===== src/hw/xbi_pkg.sv =====
package xbi_pkg;

  // Machine cycle: six states of two phases, one oscillator period per mclk
  localparam int unsigned  TICKS_PER_CYCLE  = 12;
  localparam int unsigned  TICKS_PER_HALF   = 6;
  localparam int unsigned  TICK_W           = 4;

  // Decoded tick positions; every strobe leaves its flop one tick later
  localparam logic [3:0]   HALF_ALE_FIRST   = 4'h0;
  localparam logic [3:0]   HALF_ALE_LAST    = 4'h1;
  localparam logic [3:0]   HALF_ADDR_LAST   = 4'h2;
  localparam logic [3:0]   HALF_PROGRAM_READ_STROBE_N_FIRST  = 4'h3;
  localparam logic [3:0]   HALF_PROGRAM_READ_STROBE_N_LAST   = 4'h5;
  localparam logic [3:0]   CYCLE_LAST_TICK  = 4'hb;
  localparam logic [3:0]   HALF_START_TICK  = 4'h6;
  localparam logic [3:0]   FETCH_CAP_LO     = 4'h0;
  localparam logic [3:0]   FETCH_CAP_HI     = 4'h6;
  localparam logic [3:0]   XSTB_FIRST_TICK  = 4'hb;
  localparam logic [3:0]   XSTB_LAST_TICK   = 4'h4;
  localparam logic [3:0]   XDATA_FIRST_TICK = 4'h9;
  localparam logic [3:0]   XDATA_LAST_TICK  = 4'h5;
  localparam logic [3:0]   XREAD_CAP_TICK   = 4'h5;

  // Highest program address served from internal memory
  localparam logic [15:0]  INTERNAL_TOP     = 16'h1fff;

  // Reset values
  localparam logic [7:0]   PORT_RESET       = 8'hff;
  localparam logic [15:0]  ADDR_RESET       = 16'h0000;
  localparam logic [7:0]   BYTE_RESET       = 8'h00;

  typedef enum logic [1:0] {
    XBI_NORMAL = 2'b00,
    XBI_XMOVE1 = 2'b01,
    XBI_XMOVE2 = 2'b10
  } xbi_cycle_type;

endpackage : xbi_pkg


===== src/hw/xbi_phase_counter.sv =====
`timescale 1ns/1ps
module xbi_phase_counter #(
  parameter int unsigned TICKS = xbi_pkg::TICKS_PER_CYCLE
) (
  // Clock and reset
  input  wire logic                       mclk,
  input  wire logic                       rst,
  // Position within the machine cycle
  output      logic [xbi_pkg::TICK_W-1:0] tick_q
);

  localparam logic [xbi_pkg::TICK_W-1:0] LAST = xbi_pkg::TICK_W'(TICKS - 1);

  always_ff @(posedge mclk) begin
    if (rst) begin
      tick_q <= '0;
    end else if (tick_q == LAST) begin
      tick_q <= '0; // RQ19
    end else begin
      tick_q <= tick_q + xbi_pkg::TICK_W'(1);
    end
  end

endmodule : xbi_phase_counter


===== src/hw/xbi_bus_sequencer.sv =====
`timescale 1ns/1ps
// Behaviour
// (RQ1) Write byte spans the whole write strobe
// (RQ2) Read byte sampled while read strobe low
// (RQ3) External fetch when select low or above 1FFF
// (RQ4) High port carries address, latch unchanged
// (RQ5) High port: counter, pointer, or stored latch
// (RQ6) No program strobe for internal fetches
// (RQ7) Program strobe twice per cycle, except moves
// (RQ8) Data read cycle spans six oscillator periods
// (RQ9) Fetch cycle spans three oscillator periods
// (RQ10) Low address valid at latch strobe fall
// (RQ11) Latch strobe twice every machine cycle
// (RQ12) Latch strobe suppressed during data strobes
// (RQ13) Idle latch strobe at one sixth oscillator
// (RQ14) Low port drives both levels in bus mode
// (RQ15) High port address only for 16-bit accesses
// (RQ16) Merged read strobes need fetch-speed memory
// (RQ17) Every external access sets low latch ones
// (RQ18) Fetch 16-bit; moves pointer 16 or index 8
// (RQ19) Twelve ticks per cycle, strobes from count
module xbi_bus_sequencer (
  // Clock and reset
  input  wire logic        mclk,
  input  wire logic        rst,
  // CPU fetch side
  input  wire logic [15:0] program_counter,
  output      logic [7:0]  fetch_data_q,
  output      logic        fetch_valid_q,
  output      logic        cycle_start_q,
  // CPU external data move side
  input  wire logic        move_req,
  input  wire logic        move_write,
  input  wire logic        move_use_pointer,
  input  wire logic [15:0] data_pointer,
  input  wire logic [7:0]  indirect_index_register,
  input  wire logic [7:0]  move_wdata,
  output      logic [7:0]  move_rdata_q,
  output      logic        move_done_q,
  // Port latches held by the CPU
  input  wire logic [7:0]  high_port_latch,
  output      logic        low_port_latch_set_ones_q,
  // Pins
  input  wire logic        external_fetch_select_n,
  input  wire logic [7:0]  low_addr_data_port_in,
  output      logic [7:0]  low_addr_data_port_out_q,
  output      logic        low_addr_data_port_oe_q,
  output      logic [7:0]  high_addr_port_q,
  output      logic        addr_latch_strobe_q,
  output      logic        program_read_strobe_n_q,
  output      logic        data_read_strobe_n_q,
  output      logic        data_write_strobe_n_q
);

  logic [3:0]                 tick;
  logic [3:0]                 hpos;
  logic                       upper;
  xbi_pkg::xbi_cycle_type     cyc_q;
  logic                       sel_meta_q;
  logic                       sel_sync_q;
  logic [7:0]                 pin_meta_q;
  logic [7:0]                 pin_sync_q;
  logic                       ext_fetch;
  logic                       ext_q;
  logic                       addr_half;
  logic                       xfer_half;
  logic                       move_win;
  logic                       strobe_win;
  logic                       data_win;
  logic                       fetch_half;
  logic                       fetched_q;
  logic                       wr_q;
  logic                       ptr_q;
  logic [15:0]                addr_q;
  logic [7:0]                 wdata_q;

  xbi_phase_counter #(
    .TICKS (xbi_pkg::TICKS_PER_CYCLE)
  ) u_phase (
    .mclk   (mclk),
    .rst    (rst),
    .tick_q (tick)
  );

  // Pin inputs cross two flops before any decode
  always_ff @(posedge mclk) begin
    if (rst) begin
      sel_meta_q <= 1'b1;
      sel_sync_q <= 1'b1;
      pin_meta_q <= xbi_pkg::PORT_RESET;
      pin_sync_q <= xbi_pkg::PORT_RESET;
    end else begin
      sel_meta_q <= external_fetch_select_n;
      sel_sync_q <= sel_meta_q;
      pin_meta_q <= low_addr_data_port_in;
      pin_sync_q <= pin_meta_q;
    end
  end

  assign upper = (tick >= xbi_pkg::HALF_START_TICK);
  assign hpos  = upper ? (tick - xbi_pkg::HALF_START_TICK) : tick;

  assign ext_fetch  = ~sel_sync_q | (program_counter > xbi_pkg::INTERNAL_TOP); // RQ3
  // Second half of the first move cycle carries the data address
  assign addr_half  = (cyc_q == xbi_pkg::XBI_XMOVE1) && upper;
  // First half of the second move cycle carries the data strobe
  assign xfer_half  = (cyc_q == xbi_pkg::XBI_XMOVE2) && !upper;
  assign move_win   = addr_half || xfer_half;
  assign fetch_half = ext_q && !move_win; // RQ6 RQ7
  assign strobe_win = ((cyc_q == xbi_pkg::XBI_XMOVE1) && (tick == xbi_pkg::XSTB_FIRST_TICK))
                   || (xfer_half && (tick <= xbi_pkg::XSTB_LAST_TICK)); // RQ8
  assign data_win   = ((cyc_q == xbi_pkg::XBI_XMOVE1) && (tick >= xbi_pkg::XDATA_FIRST_TICK))
                   || (xfer_half && (tick <= xbi_pkg::XDATA_LAST_TICK)); // RQ1

  // Fetch decision frozen for a whole half; a live switch would cut a strobe short
  always_ff @(posedge mclk) begin
    if (rst) begin
      ext_q <= 1'b0;
    end else if (hpos == xbi_pkg::HALF_PROGRAM_READ_STROBE_N_LAST) begin
      ext_q <= ext_fetch; // RQ3 RQ9
    end
  end

  // Machine cycle kind; a move takes two whole cycles
  always_ff @(posedge mclk) begin
    if (rst) begin
      cyc_q <= xbi_pkg::XBI_NORMAL;
      wr_q  <= 1'b0;
      ptr_q <= 1'b0;
      addr_q  <= xbi_pkg::ADDR_RESET;
      wdata_q <= xbi_pkg::BYTE_RESET;
    end else if (tick == xbi_pkg::CYCLE_LAST_TICK) begin
      unique case (cyc_q)
        xbi_pkg::XBI_NORMAL: begin
          if (move_req) begin
            cyc_q   <= xbi_pkg::XBI_XMOVE1;
            wr_q    <= move_write;
            ptr_q   <= move_use_pointer;
            addr_q  <= move_use_pointer ? data_pointer
                                        : {8'h00, indirect_index_register}; // RQ18
            wdata_q <= move_wdata;
          end
        end
        xbi_pkg::XBI_XMOVE1: cyc_q <= xbi_pkg::XBI_XMOVE2;
        xbi_pkg::XBI_XMOVE2: cyc_q <= xbi_pkg::XBI_NORMAL;
        default:             cyc_q <= xbi_pkg::XBI_NORMAL;
      endcase
    end
  end

  // Latch strobe: two per cycle, minus the one under a data strobe
  always_ff @(posedge mclk) begin
    if (rst) begin
      addr_latch_strobe_q <= 1'b0;
      cycle_start_q       <= 1'b0;
    end else begin
      addr_latch_strobe_q <= (hpos <= xbi_pkg::HALF_ALE_LAST)
                          && (hpos >= xbi_pkg::HALF_ALE_FIRST) && !xfer_half; // RQ11 RQ12 RQ13
      cycle_start_q       <= (tick == xbi_pkg::CYCLE_LAST_TICK);
    end
  end

  // Program strobe low for three periods of each external fetch half
  always_ff @(posedge mclk) begin
    if (rst) begin
      program_read_strobe_n_q <= 1'b1;
      data_read_strobe_n_q    <= 1'b1;
      data_write_strobe_n_q   <= 1'b1;
    end else begin
      program_read_strobe_n_q <= !(fetch_half && (hpos >= xbi_pkg::HALF_PROGRAM_READ_STROBE_N_FIRST)
                                 && (hpos <= xbi_pkg::HALF_PROGRAM_READ_STROBE_N_LAST)); // RQ9 RQ7 RQ6
      data_read_strobe_n_q    <= !(strobe_win && !wr_q); // RQ8
      data_write_strobe_n_q   <= !(strobe_win && wr_q);  // RQ1
    end
  end

  // Low port: address, then write data; released for incoming bytes
  always_ff @(posedge mclk) begin
    if (rst) begin
      low_addr_data_port_out_q <= xbi_pkg::PORT_RESET;
      low_addr_data_port_oe_q  <= 1'b0;
    end else if ((fetch_half || addr_half) && (hpos <= xbi_pkg::HALF_ADDR_LAST)) begin
      // Held one tick past the latch strobe fall so the latch sees it settled
      low_addr_data_port_out_q <= addr_half ? addr_q[7:0] : program_counter[7:0]; // RQ10
      low_addr_data_port_oe_q  <= 1'b1; // RQ14
    end else if (data_win && wr_q) begin
      low_addr_data_port_out_q <= wdata_q; // RQ1
      low_addr_data_port_oe_q  <= 1'b1;    // RQ14
    end else begin
      low_addr_data_port_out_q <= xbi_pkg::PORT_RESET;
      low_addr_data_port_oe_q  <= 1'b0;
    end
  end

  // High port never writes the latch; it only picks what to show
  always_ff @(posedge mclk) begin
    if (rst) begin
      high_addr_port_q <= xbi_pkg::PORT_RESET;
    end else if (move_win) begin
      high_addr_port_q <= ptr_q ? addr_q[15:8] : high_port_latch; // RQ5 RQ15 RQ18
    end else if (ext_fetch) begin
      high_addr_port_q <= program_counter[15:8]; // RQ4 RQ5
    end else begin
      high_addr_port_q <= high_port_latch; // RQ4
    end
  end

  // Each external access overwrites the low port latch with ones
  always_ff @(posedge mclk) begin
    if (rst) begin
      low_port_latch_set_ones_q <= 1'b0;
    end else begin
      low_port_latch_set_ones_q <= (fetch_half || addr_half)
                                && (hpos == xbi_pkg::HALF_ALE_FIRST); // RQ17
    end
  end

  // Fetched byte: pin seen two ticks earlier, program strobe still low
  always_ff @(posedge mclk) begin
    if (rst) begin
      fetched_q     <= 1'b0;
      fetch_data_q  <= xbi_pkg::BYTE_RESET;
      fetch_valid_q <= 1'b0;
    end else begin
      if (hpos == xbi_pkg::HALF_PROGRAM_READ_STROBE_N_LAST) begin
        fetched_q <= fetch_half;
      end
      if (((tick == xbi_pkg::FETCH_CAP_LO) || (tick == xbi_pkg::FETCH_CAP_HI)) && fetched_q) begin
        fetch_data_q  <= pin_sync_q;
        fetch_valid_q <= 1'b1;
      end else begin
        fetch_valid_q <= 1'b0;
      end
    end
  end

  // Move completion; read byte taken before the read strobe rises
  always_ff @(posedge mclk) begin
    if (rst) begin
      move_rdata_q <= xbi_pkg::BYTE_RESET;
      move_done_q  <= 1'b0;
    end else if (xfer_half && (tick == xbi_pkg::XREAD_CAP_TICK)) begin
      if (!wr_q) begin
        move_rdata_q <= pin_sync_q; // RQ2
      end
      move_done_q <= 1'b1;
    end else begin
      move_done_q <= 1'b0;
    end
  end

endmodule : xbi_bus_sequencer


===== config.mk =====
export PLATFORM = sky130hd
export DESIGN_NAME = xbi_bus_sequencer
export DESIGN_NICKNAME = d
export VERILOG_FILES = /design/src/hw/xbi_pkg.sv /design/src/hw/xbi_phase_counter.sv /design/src/hw/xbi_bus_sequencer.sv
export SDC_FILE = /design/constraint.sdc
export NUM_CORES = 1
export LEC_CHECK = 0
export ABC_CLOCK_PERIOD_IN_PS = 4700
export BUFFER_PORTS_ARGS = -buffer_cell sky130_fd_sc_hd__buf_4
export CORE_ASPECT_RATIO = 1.2
export CORE_MARGIN = 1
export CORE_UTILIZATION = 56
export CTS_CLUSTER_DIAMETER = 40
export DETAILED_ROUTE_END_ITERATION = 10
export GPL_ROUTABILITY_DRIVEN = 1
export HOLD_SLACK_MARGIN = 0.08
export PLACE_DENSITY = 0.86
export SLEW_MARGIN = 10
export SYNTH_ARGS = -nofsm -noshare
export SYNTH_HDL_FRONTEND = slang
export SYNTH_SLANG_ARGS = --single-unit

===== constraint.sdc =====
create_clock -name mclk -period 4.7 [get_ports mclk]
set_input_delay 0.94 -clock mclk [delete_from_list [all_inputs] [get_ports mclk]]
set_output_delay 0.94 -clock mclk [all_outputs]
set_load 0.05 [all_outputs]

==> metrics.md <==
| Metric | Value |
|---|---|
| Peak Freq | 0.365 GHz |
| Pwr Density | 303 nW/um^2 |
| Setup ws final | 1.96 ns |
| Syn avg cell area | 9.26 um^2 |
| Peak supply drop | 0.000277 V |
| Layout cells sized above 1 | 31.2% |
| CP cell instances | ha_1, nand2b_4, a21oi_2, or2_1, nand2_1, a21o_1 |
| Status | finished, final reports clean |
| Post-synth top area share | 47.5% |
| Post-route ant nets | 0 |
| Drt first-iter violations | roughly 110 |
| Later-pin clock latency in the skew report | approximately 0.37 ns |
| Die width | 78.4 um |
| Synth area leaders | dfxtp_1, mux2i_1, nand2_1 |
| Crit path max-delay family | compound AO/OA/AOI/OAI gates |
| Area growth syn-to-layout | 25.6% |
| RSZ-0062 raised after global routing | false |
| CORE AREA | between 6000 and 7000 um^2 |
| Initial core utilization | between 50% and 60% |
| Final estimated routing congestion in global placement | 0.798 |
| DR WL/cell | 14.3 um |
| Via-per-instance ratio | 5.24 |
| H-tree depth | 3 |
| Crit path capture type | flop |
| FF+latch count, synth | slightly above 90 |
| CP max stage cell | a21oi_2 |
| IO Count | 111 |
| Worst clock skew | 0.0111 ns |
| Async SR Flop Fraction | 0% |
| DRT Pass-1 Iters | 4 |
| Num rows | 33 |
| Count leader, synth | dfxtp_1 |
| Crit share post-route | about three fifths |
| Worst slew margin | 25.1% |
| Top cells by count, synth | dfxtp_1, nand2_1, mux2i_1 |
| Post_cts resized | 0 |
| Max Cap Viol | 0 |
| Clock Path Buffers | 2 |
| Synthesized Nets | ~500 |
| First-pass GRT wire length | 13.9 mm |
| CTS Sinks | 93 |
| Actual slew at the worst max-slew pin | 1.12 ns |
| Syn. warnings | 0 |
| GRT Util Overall | 24.5% |
| Dominant cell type by area after synthesis | dfxtp_1 |
| Number of flops mapped to enable cells by yosys | 0 |
| IO buf count | 110 |
| Post-Syn Area | 3920 um^2 |
| Area of the multi-input gates | approximately 1900 um^2 |
| Dpl hpwl | 6.03 mm |
| Clock transition at path regs | 0.11 ns |
| Hold Vio Cnt, Final | 0 |
| Cell variety after synth | 48 |
| Worst EP required | 4.97 ns |
| Drt drc | 0 |
| Die boundary height | between 90 and 100 um |
| Critical path peak fanout | 20 |
| Hold-fix buffers, CTS | 0 |
| Worst path bufs/invs | 0 |
| Vias in the first global route | 3,140 |
| Max Slew Vio Count | 0 |
| Crit Path Class | reg2reg |
| Filler cell count | 520 |
| Leakage Power | 2.11 nW |
| Num CTS Buffers | 9 |
| Final #Nets | 590 |
| CTS tree | yes |
| Remaining global-route overflow | 0 |
| Setup_tns | 0 ns |
| Pin count of the biggest net entering global routing | 92 |
| Root Buffer | clkbuf_8 |
| Via count | roughly 3,200 |
| DIE AREA | between 7000 and 8000 um^2 |
| Post-synthesis sequential area ratio | approximately 48% |
| Initial antenna violation count | 0 |
| Final setup violating endpoints | 0 |
| CP Launch Type | flop |
| Pre-CTS WS | 1.99 ns |
| Final WL | 8.67 mm |
| Hold WC Path Type | reg2reg |
| Cells after Synth | approximately 420 |
| Sequential standard cell area | 1860 um^2 |
| Synth Flop Type | dfxtp_1 |
| CP max stage delay | around 0.67 ns |
| Period minus WS final | between 2 and 3 ns |
| Antenna cells | 0 |
| Post-CTS setup buffers | 0 |
| Crit path DAT | 3.01 ns |
## stage by stage
stage / instances / hold WS (ns) / area, um^2 / utilization (%) / power (W)
after floorplan: 423 / 0.389 / 3920 / - / 0.000920
after global placement: 591 / 0.392 / 4720 / 69.3 / 0.000980
after detailed placement: 591 / 0.392 / 4720 / 69.3 / 0.000985
after CTS: 607 / 0.408 / 4920 / 72.2 / 0.00150
after global routing: 607 / 0.425 / 4920 / 72.2 / 0.00155
final: 607 / 0.407 / 4920 / 72.2 / 0.00149
## worst register-to-register path, stage by stage (launching register included)
cell	delay (ns)
dfxtp_1	0.66
ha_1	0.50
nand2b_4	0.13
a21oi_2	0.67
or2_1	0.37
nand2_1	0.12
a21o_1	0.20
## state kept, by name, indices dropped and copies added, names as in the netlist, 2 cells and up
signal                    count
addr_q                       16
fetch_data_q                  8
high_addr_port_q              8
low_addr_data_port_out_q      8
move_rdata_q                  8
pin_meta_q                    8
pin_sync_q                    8
wdata_q                       8
u_phase.tick_q                4
cyc_q                         2
## worst paths after layout
kind / start / end / slack (ns) / depth (start not counted)
max: u_phase.tick_q[2] / high_addr_port_q[1] / 1.96 / 6
min: pin_meta_q[0] / pin_sync_q[0] / 0.41 / 1
max reg2reg: u_phase.tick_q[2] / high_addr_port_q[1] / 1.96 / 6
min reg2reg: pin_meta_q[0] / pin_sync_q[0] / 0.41 / 1
## power by group
| part | internal [W] | leakage [nW] | switching [W] |
|---|---|---|---|
| combinational | 0.0000773 | 1.25 | 0.0000768 |
| sequential | 0.000803 | 0.757 | 0.0000110 |
| clock | 0.000211 | 0.103 | 0.000313 |
## layer usage
layer / vias to the layer above / global-route usage, % / share of wire (%)
li1: 1622 / - / -
met1: 1459 / 25.9 / 40
met2: 86 / 46.1 / 54
met3: 14 / 5.95 / 4.6
met4: 0 / 9.72 / 1.6
met5: - / 0 / 0
## placed cells by master, fill, tap and decap left out, types with 9 or more instances in the layout
cell type,n
mux2i_1,37
nor2_1,30
buf_4,111
nand3_1,9
or2_2,19
a21oi_1,36
dfxtp_1,93
nand2_1,61
a211oi_1,23
clkbuf_8,9
nor3b_1,11
## logic make-up (layout without fill, tap and decap cells)
logic type / count (synthesis) / count (layout) / synth area share (%)
flip-flops: 93 / 93 / 47.5
adder cells (fa/ha/maj): 5 / 5 / 1.60
AND/OR/NAND/NOR: 171 / 171 / 23.6
AO/OA/AOI/OAI: 77 / 77 / 12.6
multiplexers: 38 / 38 / 9.74
XOR/XNOR: 2 / 2 / 0.447
buffers and inverters: 37 / 134 / 4.44
## cell type report
class	instances	share of cell area [%]
timing repair buffer	111	16.9
clock buffer	9	2.52
inverter	7	0.534
sequential	93	37.9
clock inverter	7	1.55
multi-input combinational	293	38.4
tap	87	2.21
Power figures use the tool's default switching activity.
